<file path="src/rtl/upd_pkg.sv">
// Constants, field layouts and types shared by the uptime and mapping block.
package upd_pkg;

  // ****************************************************************
  // Timing
  // ****************************************************************
  localparam int CLK_FREQ_HZ      = 20_000_000;
  localparam int TICK_PERIOD_MS   = 1;
  localparam int TICK_CYCLES      = CLK_FREQ_HZ / 1000 * TICK_PERIOD_MS;
  localparam int TICKS_PER_SECOND = 1000;

  // ****************************************************************
  // Object indexes, subindexes and fixed values
  // ****************************************************************
  localparam logic [15:0] OBJ_UPTIME_MS   = 16'h230E;
  localparam logic [15:0] OBJ_UPTIME_S    = 16'h230F;
  localparam logic [15:0] OBJ_INPUT_SEL   = 16'h2310;
  localparam logic [15:0] OBJ_OUTPUT_SEL  = 16'h2320;
  localparam logic [15:0] OBJ_BIDIR_SEL   = 16'h2330;
  localparam logic [7:0]  SUB_COUNT       = 8'h00;
  localparam logic [7:0]  SUB_MS_VALUE    = 8'h01;
  localparam logic [7:0]  SUB_LAST_ENTRY  = 8'h10;
  localparam logic [31:0] MS_OBJ_COUNT    = 32'h00000001;
  localparam logic [31:0] TABLE_COUNT     = 32'h00000010;
  localparam logic [31:0] UPTIME_RESET    = 32'h00000000;
  localparam logic [31:0] READ_ZERO       = 32'h00000000;

  // ****************************************************************
  // Bus address layout: byte address = (index * 256 + subindex) * 4
  // ****************************************************************
  localparam int ADDR_W         = 26;
  localparam int ADDR_INDEX_LSB = 10;
  localparam int ADDR_SUB_LSB   = 2;

  // ****************************************************************
  // Table storage
  // ****************************************************************
  localparam int         TABLE_SLOTS = 16;
  localparam int         MEM_AW      = 6;
  localparam int         MEM_DEPTH   = 48;
  localparam int         MEM_DW      = 32;
  localparam logic [1:0] TBL_INPUT   = 2'h0;
  localparam logic [1:0] TBL_OUTPUT  = 2'h1;
  localparam logic [1:0] TBL_BIDIR   = 2'h2;
  localparam logic [1:0] TBL_NONE    = 2'h3;
  localparam logic [3:0] SLOT_LAST   = 4'hF;
  localparam logic       DIR_TO_IMAGE   = 1'b0;
  localparam logic       DIR_FROM_IMAGE = 1'b1;

  // ****************************************************************
  // Types
  // ****************************************************************
  typedef struct packed {
    logic [15:0] index;
    logic [7:0]  subindex;
    logic [7:0]  length;
  } upd_map_entry_t;

  typedef struct packed {
    logic [1:0] table_sel;
    logic [3:0] slot;
  } upd_mem_addr_t;

  typedef enum logic [1:0] {
    BUS_IDLE = 2'b00,
    BUS_WAIT = 2'b01,
    BUS_DONE = 2'b10
  } upd_bus_state_t;

  typedef enum logic [2:0] {
    SEQ_IDLE  = 3'b000,
    SEQ_FETCH = 3'b001,
    SEQ_LOOK  = 3'b010,
    SEQ_XFER  = 3'b011,
    SEQ_DONE  = 3'b100
  } upd_seq_state_t;

endpackage

</file>
<file path="src/rtl/upd_top.sv">
// Uptime counters and user program mapping tables behind an Avalon slave.
//
// Our own choice: the Avalon-MM slave port.
`timescale 1ns/100ps
module upd_top #(
  parameter int TICK_CYCLES = upd_pkg::TICK_CYCLES
) (
  input  wire logic                   CLK_IN,
  input  wire logic                   SRST_IN,
  input  wire logic [upd_pkg::ADDR_W-1:0] AVS_ADDRESS_IN,
  input  wire logic                   AVS_READ_IN,
  input  wire logic                   AVS_WRITE_IN,
  input  wire logic [31:0]            AVS_WRITEDATA_IN,
  output logic      [31:0]            AVS_READDATA_OUT,
  output logic                        AVS_WAITREQUEST_OUT,
  input  wire logic                   LOAD_WE_IN,
  input  wire upd_pkg::upd_mem_addr_t LOAD_ADDR_IN,
  input  wire upd_pkg::upd_map_entry_t LOAD_DATA_IN,
  input  wire logic                   PRE_RUN_IN,
  input  wire logic                   POST_RUN_IN,
  input  wire logic                   XFER_ACK_IN,
  output logic                        XFER_REQ_OUT,
  output logic                        XFER_DIR_OUT,
  output logic      [4:0]             XFER_SLOT_OUT,
  output upd_pkg::upd_map_entry_t     XFER_ENTRY_OUT,
  output logic                        COPY_BUSY_OUT,
  output logic                        COPY_DONE_OUT,
  output logic      [31:0]            UPTIME_SECONDS_OUT
);

  import upd_pkg::*;

  // Counter widths follow the divider lengths.
  localparam int TICK_W = $clog2(TICK_CYCLES + 1);
  localparam int SEC_W  = $clog2(TICKS_PER_SECOND + 1);
  localparam logic [TICK_W-1:0] TICK_LAST = TICK_W'(TICK_CYCLES - 1);
  localparam logic [SEC_W-1:0]  SEC_LAST  = SEC_W'(TICKS_PER_SECOND - 1);

  logic [TICK_W-1:0] tick_div_reg;
  logic              ms_tick_reg;
  logic [SEC_W-1:0]  sec_div_reg;
  logic [31:0]       uptime_ms_reg;
  logic [31:0]       uptime_s_reg;

  upd_bus_state_t    bus_state_reg;
  logic [15:0]       bus_index_reg;
  logic [7:0]        bus_sub_reg;
  logic              bus_is_read_reg;
  logic              bus_grant;
  logic [2:0]        bus_tbl;
  upd_mem_addr_t     bus_maddr;
  logic [2:0]        reg_tbl;

  upd_seq_state_t    seq_state_reg;
  logic              seq_pass_reg;
  logic [3:0]        seq_slot_reg;
  logic [1:0]        seq_first_tbl_reg;
  logic [1:0]        seq_tbl;
  upd_mem_addr_t     seq_maddr;

  upd_mem_addr_t     mem_raddr;
  logic [31:0]       mem_rdata;
  logic              mem_we;
  upd_map_entry_t    fetched;

  // ****************************************************************
  // Functions
  // ****************************************************************
  // Returns a hit flag above the table select for a table object index.
  function automatic logic [2:0] decode_table(input logic [15:0] index);
    logic [2:0] res;
    res = {1'b0, TBL_NONE};
    if (index == OBJ_INPUT_SEL) begin
      res = {1'b1, TBL_INPUT};
    end else if (index == OBJ_OUTPUT_SEL) begin
      res = {1'b1, TBL_OUTPUT};
    end else if (index == OBJ_BIDIR_SEL) begin
      res = {1'b1, TBL_BIDIR};
    end
    return res;
  endfunction

  // Tells whether a subindex names one of the sixteen mapping entries.
  function automatic logic is_entry_sub(input logic [7:0] sub);
    return (sub != SUB_COUNT) && (sub <= SUB_LAST_ENTRY);
  endfunction

  // ****************************************************************
  // Millisecond tick
  // ****************************************************************
  always_ff @(posedge CLK_IN) begin
    if (SRST_IN) begin
      tick_div_reg <= '0;
      ms_tick_reg  <= 1'b0;
    end else if (tick_div_reg == TICK_LAST) begin
      tick_div_reg <= '0;
      ms_tick_reg  <= 1'b1;
    end else begin
      tick_div_reg <= tick_div_reg + 1'b1;
      ms_tick_reg  <= 1'b0;
    end
  end

  // ****************************************************************
  // Uptime counters
  // ****************************************************************
  always_ff @(posedge CLK_IN) begin
    if (SRST_IN) begin
      uptime_ms_reg <= UPTIME_RESET;
    end else if (ms_tick_reg) begin
      uptime_ms_reg <= uptime_ms_reg + 32'h00000001;
    end
  end

  always_ff @(posedge CLK_IN) begin
    if (SRST_IN) begin
      sec_div_reg  <= '0;
      uptime_s_reg <= UPTIME_RESET;
    end else if (ms_tick_reg) begin
      if (sec_div_reg == SEC_LAST) begin
        sec_div_reg  <= '0;
        uptime_s_reg <= uptime_s_reg + 32'h00000001;
      end else begin
        sec_div_reg <= sec_div_reg + 1'b1;
      end
    end
  end

  always_ff @(posedge CLK_IN) begin
    if (SRST_IN) begin
      UPTIME_SECONDS_OUT <= UPTIME_RESET;
    end else begin
      UPTIME_SECONDS_OUT <= uptime_s_reg;
    end
  end

  // ****************************************************************
  // Table memory
  // ****************************************************************
  // The loader may write any slot of the three tables.
  assign mem_we = LOAD_WE_IN && (LOAD_ADDR_IN.table_sel != TBL_NONE);

  always_comb begin
    bus_tbl   = decode_table(AVS_ADDRESS_IN[ADDR_INDEX_LSB +: 16]);
    reg_tbl   = decode_table(bus_index_reg);
    bus_maddr.table_sel = bus_tbl[1:0];
    bus_maddr.slot = 4'(AVS_ADDRESS_IN[ADDR_SUB_LSB +: 8] - 8'h01);
    seq_tbl   = seq_pass_reg ? TBL_BIDIR : seq_first_tbl_reg;
    seq_maddr.table_sel = seq_tbl;
    seq_maddr.slot = seq_slot_reg;
    mem_raddr = (seq_state_reg == SEQ_FETCH) ? seq_maddr : bus_maddr;
  end

  // Only the program loader fills the tables; the bus has no path in.
  upd_map_mem #(
    .DW    (MEM_DW),
    .AW    (MEM_AW),
    .DEPTH (MEM_DEPTH)
  ) u_map_mem (
    .clk_in    (CLK_IN),
    .srst_in   (SRST_IN),
    .we_in     (mem_we),
    .waddr_in  (LOAD_ADDR_IN),
    .wdata_in  (LOAD_DATA_IN),
    .raddr_in  (mem_raddr),
    .rdata_out (mem_rdata)
  );

  // ****************************************************************
  // Avalon slave
  // ****************************************************************
  // An access is taken only while the sequencer leaves the memory free.
  assign bus_grant = (bus_state_reg == BUS_IDLE)
                     && (AVS_READ_IN || AVS_WRITE_IN)
                     && (seq_state_reg != SEQ_FETCH);

  always_ff @(posedge CLK_IN) begin
    if (SRST_IN) begin
      bus_state_reg       <= BUS_IDLE;
      bus_index_reg       <= '0;
      bus_sub_reg         <= '0;
      bus_is_read_reg     <= 1'b0;
      AVS_WAITREQUEST_OUT <= 1'b1;
    end else begin
      unique case (bus_state_reg)
        BUS_IDLE: begin
          if (bus_grant) begin
            bus_index_reg   <= AVS_ADDRESS_IN[ADDR_INDEX_LSB +: 16];
            bus_sub_reg     <= AVS_ADDRESS_IN[ADDR_SUB_LSB +: 8];
            bus_is_read_reg <= AVS_READ_IN;
            bus_state_reg   <= BUS_WAIT;
          end
        end
        BUS_WAIT: begin
          AVS_WAITREQUEST_OUT <= 1'b0;
          bus_state_reg       <= BUS_DONE;
        end
        BUS_DONE: begin
          AVS_WAITREQUEST_OUT <= 1'b1;
          bus_state_reg       <= BUS_IDLE;
        end
        default: begin
          AVS_WAITREQUEST_OUT <= 1'b1;
          bus_state_reg       <= BUS_IDLE;
        end
      endcase
    end
  end

  // Writes are answered and dropped; every object here is read only.
  always_ff @(posedge CLK_IN) begin
    if (SRST_IN) begin
      AVS_READDATA_OUT <= READ_ZERO;
    end else if ((bus_state_reg == BUS_WAIT) && bus_is_read_reg) begin
      if (bus_index_reg == OBJ_UPTIME_MS) begin
        if (bus_sub_reg == SUB_COUNT) begin
          AVS_READDATA_OUT <= MS_OBJ_COUNT;
        end else if (bus_sub_reg == SUB_MS_VALUE) begin
          AVS_READDATA_OUT <= uptime_ms_reg;
        end else begin
          AVS_READDATA_OUT <= READ_ZERO;
        end
      end else if (bus_index_reg == OBJ_UPTIME_S) begin
        if (bus_sub_reg == SUB_COUNT) begin
          AVS_READDATA_OUT <= uptime_s_reg;
        end else begin
          AVS_READDATA_OUT <= READ_ZERO;
        end
      end else if (reg_tbl[2]) begin
        if (bus_sub_reg == SUB_COUNT) begin
          AVS_READDATA_OUT <= TABLE_COUNT;
        end else if (is_entry_sub(bus_sub_reg)) begin
          AVS_READDATA_OUT <= mem_rdata;
        end else begin
          AVS_READDATA_OUT <= READ_ZERO;
        end
      end else begin
        AVS_READDATA_OUT <= READ_ZERO;
      end
    end
  end

  // ****************************************************************
  // Copy sequencer
  // ****************************************************************
  // Walks the first table, then the bidirectional table, slot by slot.
  assign fetched = upd_map_entry_t'(mem_rdata);

  always_ff @(posedge CLK_IN) begin
    if (SRST_IN) begin
      seq_state_reg     <= SEQ_IDLE;
      seq_pass_reg      <= 1'b0;
      seq_slot_reg      <= '0;
      seq_first_tbl_reg <= TBL_INPUT;
      XFER_REQ_OUT      <= 1'b0;
      XFER_DIR_OUT      <= DIR_TO_IMAGE;
      XFER_SLOT_OUT     <= '0;
      XFER_ENTRY_OUT    <= '0;
      COPY_BUSY_OUT     <= 1'b0;
      COPY_DONE_OUT     <= 1'b0;
    end else begin
      COPY_DONE_OUT <= 1'b0;
      unique case (seq_state_reg)
        SEQ_IDLE: begin
          seq_pass_reg <= 1'b0;
          seq_slot_reg <= '0;
          if (PRE_RUN_IN) begin
            seq_first_tbl_reg <= TBL_INPUT;
            XFER_DIR_OUT      <= DIR_TO_IMAGE;
            COPY_BUSY_OUT     <= 1'b1;
            seq_state_reg     <= SEQ_FETCH;
          end else if (POST_RUN_IN) begin
            seq_first_tbl_reg <= TBL_OUTPUT;
            XFER_DIR_OUT      <= DIR_FROM_IMAGE;
            COPY_BUSY_OUT     <= 1'b1;
            seq_state_reg     <= SEQ_FETCH;
          end
        end
        SEQ_FETCH: begin
          seq_state_reg <= SEQ_LOOK;
        end
        SEQ_LOOK: begin
          XFER_ENTRY_OUT <= fetched;
          XFER_SLOT_OUT  <= {seq_pass_reg, seq_slot_reg};
          if (fetched.index != 16'h0000) begin
            XFER_REQ_OUT  <= 1'b1;
            seq_state_reg <= SEQ_XFER;
          end else if (seq_slot_reg != SLOT_LAST) begin
            seq_slot_reg  <= seq_slot_reg + 4'h1;
            seq_state_reg <= SEQ_FETCH;
          end else if (!seq_pass_reg) begin
            seq_pass_reg  <= 1'b1;
            seq_slot_reg  <= '0;
            seq_state_reg <= SEQ_FETCH;
          end else begin
            seq_state_reg <= SEQ_DONE;
          end
        end
        SEQ_XFER: begin
          if (XFER_ACK_IN) begin
            XFER_REQ_OUT <= 1'b0;
            if (seq_slot_reg != SLOT_LAST) begin
              seq_slot_reg  <= seq_slot_reg + 4'h1;
              seq_state_reg <= SEQ_FETCH;
            end else if (!seq_pass_reg) begin
              seq_pass_reg  <= 1'b1;
              seq_slot_reg  <= '0;
              seq_state_reg <= SEQ_FETCH;
            end else begin
              seq_state_reg <= SEQ_DONE;
            end
          end
        end
        SEQ_DONE: begin
          COPY_BUSY_OUT <= 1'b0;
          COPY_DONE_OUT <= 1'b1;
          seq_state_reg <= SEQ_IDLE;
        end
        default: begin
          XFER_REQ_OUT  <= 1'b0;
          COPY_BUSY_OUT <= 1'b0;
          seq_state_reg <= SEQ_IDLE;
        end
      endcase
    end
  end

endmodule

</file>
<file path="src/rtl/upd_map_mem.sv">
// Small table memory with one write port and a registered read port.
`timescale 1ns/100ps
module upd_map_mem #(
  parameter int DW    = 32,
  parameter int AW    = 6,
  parameter int DEPTH = 48
) (
  input  wire logic          clk_in,
  input  wire logic          srst_in,
  input  wire logic          we_in,
  input  wire logic [AW-1:0] waddr_in,
  input  wire logic [DW-1:0] wdata_in,
  input  wire logic [AW-1:0] raddr_in,
  output logic      [DW-1:0] rdata_out
);

  logic [DW-1:0] mem_reg [DEPTH];

  // ****************************************************************
  // Storage, cleared words are not held over a power cycle.
  // ****************************************************************
  always_ff @(posedge clk_in) begin
    if (we_in && (int'(waddr_in) < DEPTH)) begin
      mem_reg[waddr_in] <= wdata_in;
    end
  end

  always_ff @(posedge clk_in) begin
    if (srst_in) begin
      rdata_out <= '0;
    end else if (int'(raddr_in) < DEPTH) begin
      rdata_out <= mem_reg[raddr_in];
    end else begin
      rdata_out <= '0;
    end
  end

endmodule

</file>
<file path="config.mk">
export PLATFORM = sky130hd
export DESIGN_NAME = upd_top
export DESIGN_NICKNAME = d
export VERILOG_FILES = /design/src/rtl/upd_pkg.sv /design/src/rtl/upd_top.sv /design/src/rtl/upd_map_mem.sv
export SDC_FILE = /design/constraint.sdc
export NUM_CORES = 2
export LEC_CHECK = 0
export ABC_AREA = 1
export BUFFER_PORTS_ARGS = -buffer_cell sky130_fd_sc_hd__buf_4
export CAP_MARGIN = 40
export CORE_MARGIN = 2
export CORE_UTILIZATION = 43
export CTS_CLUSTER_SIZE = 28
export DETAILED_ROUTE_END_ITERATION = 8
export GPL_ROUTABILITY_DRIVEN = 0
export PLACE_DENSITY_LB_ADDON = 0.25
export SYNTH_ARGS = -nofsm -noshare
export SYNTH_HDL_FRONTEND = slang
export SYNTH_SLANG_ARGS = --single-unit
export TNS_END_PERCENT = 100
</file>
<file path="constraint.sdc">
create_clock -name CLK_IN -period 6.4 [get_ports CLK_IN]
set_input_delay 1.28 -clock CLK_IN [delete_from_list [all_inputs] [get_ports CLK_IN]]
set_output_delay 1.28 -clock CLK_IN [all_outputs]
set_load 0.03 [all_outputs]
</file>
==> results.cfg <==
[clock_network]
clock-sinks = 1799
cts_tree = yes
clock_latency_ps = 840
cts-buffers-inserted = 188
clk_path_buf_depth = 3
cts_root_buf = clkbuf_16
path_clk_slew_ps = 60
cts-resized-gates = 0
ctsHoldBuffers = 0
cts_setup_buffers = 0
cts_max_level = 4

[worst_hold_path]
hp-class = flop to flop
hold_start = bus_index_reg[8]
worstHoldPathCells = 2
hold_end = bus_index_reg[8]

[power]
finalPower_mw = 35.0
intPower_mw = 22.1
seqPwrFrac_pct = 37.8
p_clk_share_pct = 31.0
p_switching_mw = 12.8
switching_share_pct = 36.7
powerDensity_nw_per_um2 = 400
p_comb_share_pct = 31.2
peakVddDrop_uv = 459
p_leak_nw = 35.6

[yosys]
synthFlopType = edfxtp_1
synth-async-reset-ratio_pct = 0
synth_edf_count = 1536
synth_compound_area_share_pct = 2.82
synthTopCellsByCount = nand2_1 (1917), edfxtp_1 (1536), inv_1 (1410), nand3_1 (1365), nor2_1 (266)
synth_cell_types = 39
synth_warnings = 0
yosysTopAreaCellShare_pct = 59.9
netlist_instances = 7750
synth.most_common_cell = nand2_1
synth-xor-area-share_pct = 0.318
synthTopCellsByArea = edfxtp_1 (60%), nand2_1 (9.3%), nand3_1 (8.9%), inv_1 (6.9%), dfxtp_1 (6.8%)
yosysSeqAreaShare_pct = 66.7
syn-num-nets = 7860
yosys.area_share.simple_pct = 20.9
synth_fa_ha_area_share_pct = 0.0975
synth_area_leader_cell = edfxtp_1
syn-cell-area_um2 = 77000
muxShareOfSynthArea_pct = 0
synth_top_family_by_area = simple AND/OR/NAND/NOR gates
syn_area_per_cell_um2 = 9.94
ys_seq_elements = 1799

[timing]
setup_viol = 0
skew_ps = 39.3
tightest_slew_ps = 919
final.setup.tns_ps = 0
finalHoldWorstSlack_ps = 462
max_freq_mhz = 246
finalCritPeriodShare_pct = 63.6
drv_slew = 0
rsz0062_at_grt = false
relSlewSlack_pct = 38.8
finalHoldViolations = 0
period_needed_ps = 4070

[drt]
viasPerCell = 5.19
wl_um = 215000
route.detailed.drc = 0
avgRoutedWirePerCell_um = 20.8
drt_pass1_iterations = 6
postRouteAntennaNets = 0
vias = 53805
drt_iter0_markers = 5816

[critical_path]
cp_max_fo = 113
critPathRequiredTime_ps = 7090
start_kind = flop
crit_path_end_kind = flop
crit_arrival_ps = 4760
r2r-end = u_map_mem.rdata_out[4]
critPathKind = flop to flop
reg2reg_from = seq_state_reg[2]
reg2reg_depth = 12
r2r_slack_ps = 2330

[finish]
fin_nets = 7949
ff_latch_area_um2 = 51400
nFillCells = 15701
finalNonFillerCells = 10359
largest_reg_flops = 1536
syn2layout_area_growth_pct = 13.4
layout-drive-gt1-share_pct = 7.73
post-route-util_pct = 49.0
multi_input_area_um2 = 19000

[global_route]
grt_pass1_wl_um = 319000
grtUsageTotal_pct = 23.3
grt_pass1_vias = 51457
grt_overflow = 0
grt_max_degree = 131
antenna_found_initial = 7

[run]
cap_violations = 0

[placed_design]
dp_cells = 10003
place_hpwl_um = 117000
port_buffers = 175

[run_status]
status = completed

[floorplan]
die_x_um = 427
boundaryPins = 210
fp.dieH_um = 427
fp-row-count = 155
die-area_um2 = 183000
start_util_pct = 43.2
fp.coreArea_um2 = 178000
worst max-delay path by stage:
| stage | start | endpoint | cells past startpoint | slack [ps] |
|---|---|---|---|---|
| 5_1_grt | seq_state_reg[2] | u_map_mem.rdata_out[4] | 12 | 2140 |
| 3_5_place_dp | AVS_ADDRESS_IN[2] | u_map_mem.rdata_out[10] | 13 | 1890 |
| 3_3_place_gp | AVS_ADDRESS_IN[2] | u_map_mem.rdata_out[10] | 13 | 1940 |
| 4_1_cts | seq_state_reg[2] | u_map_mem.rdata_out[4] | 12 | 2420 |
| 2_1_floorplan | LOAD_WE_IN | u_map_mem.mem_reg[16][0] | 3 | 1000 |
| 6_report | seq_state_reg[2] | u_map_mem.rdata_out[4] | 12 | 2330 |
area by class of cell:
cell class / instances / share of cell area, %
antenna: 7 / 0.0201
timing repair buffer: 291 / 2.97
clock inverter: 90 / 1.11
tap: 2355 / 3.37
clock buffer: 258 / 5.89
multi-input combinational: 4147 / 21.8
inverter: 1412 / 6.08
sequential: 1799 / 58.8
kinds of logic (layout without fill, tap and decap cells):
family / Yosys count / count (layout)
fa+ha+maj: 6 / 6
buf+inv: 1804 / 2051
simple gates: 3717 / 3717
compound gates: 396 / 396
xor+xnor: 28 / 28
other cells: 0 / 7
flops: 1799 / 1799
placed cells by master, fill, tap and decap left out, types with 65 or more instances in the layout:
master,synthesis,routed
a21oi_1,150,150
nor3_1,66,65
dfxtp_1,263,263
nand2_1,1917,1913
inv_1,1410,1408
buf_4,0,261
clkbuf_16,0,192
edfxtp_1,1536,1536
o21ai_0,159,159
nand3_1,1365,1365
nor2_1,266,219
metrics by stage:
| step | instance area (µm²) | setup WS (ps) |
|---|---|---|
| 2_1_floorplan | 77000 | 996 |
| 3_3_place_gp | 81000 | 1940 |
| 3_5_place_dp | 81200 | 1890 |
| 4_1_cts | 87300 | 2420 |
| 5_1_grt | 87400 | 2140 |
| 6_report | 87400 | 2330 |
per-layer routing:
layer  up-vias  global-route usage, %  wire, µm
met5         -                      0        28
met3       451                   3.84     16500
met4         4                   9.18      7940
met1     25746                   30.5     88300
met2      2085                   38.7    103000
li1      25519                      -         -
critical path, stage by stage, from the launching register on:
cell     delay (ps)
dfxtp_1         410
inv_2            90
nand3_2         400
nand2_4         470
nand2_4         740
buf_12          470
nand2_1         100
nand3_1         110
nand3_1         100
nand3_1         160
nand3_1         270
nand2_1         320
a21oi_1         120
power by group through the flow:
stage / Sequential, mW / Combinational [mW] / Clock [mW]
after detailed placement: 13.5 / 10.8 / 0
after global placement: 13.5 / 10.7 / 0
after floorplan: 13.6 / 6.80 / 0
after CTS: 13.2 / 10.9 / 11.0
final: 13.2 / 10.9 / 10.8
after global routing: 13.2 / 11.9 / 11.4
(Power assumes the default switching activity.)
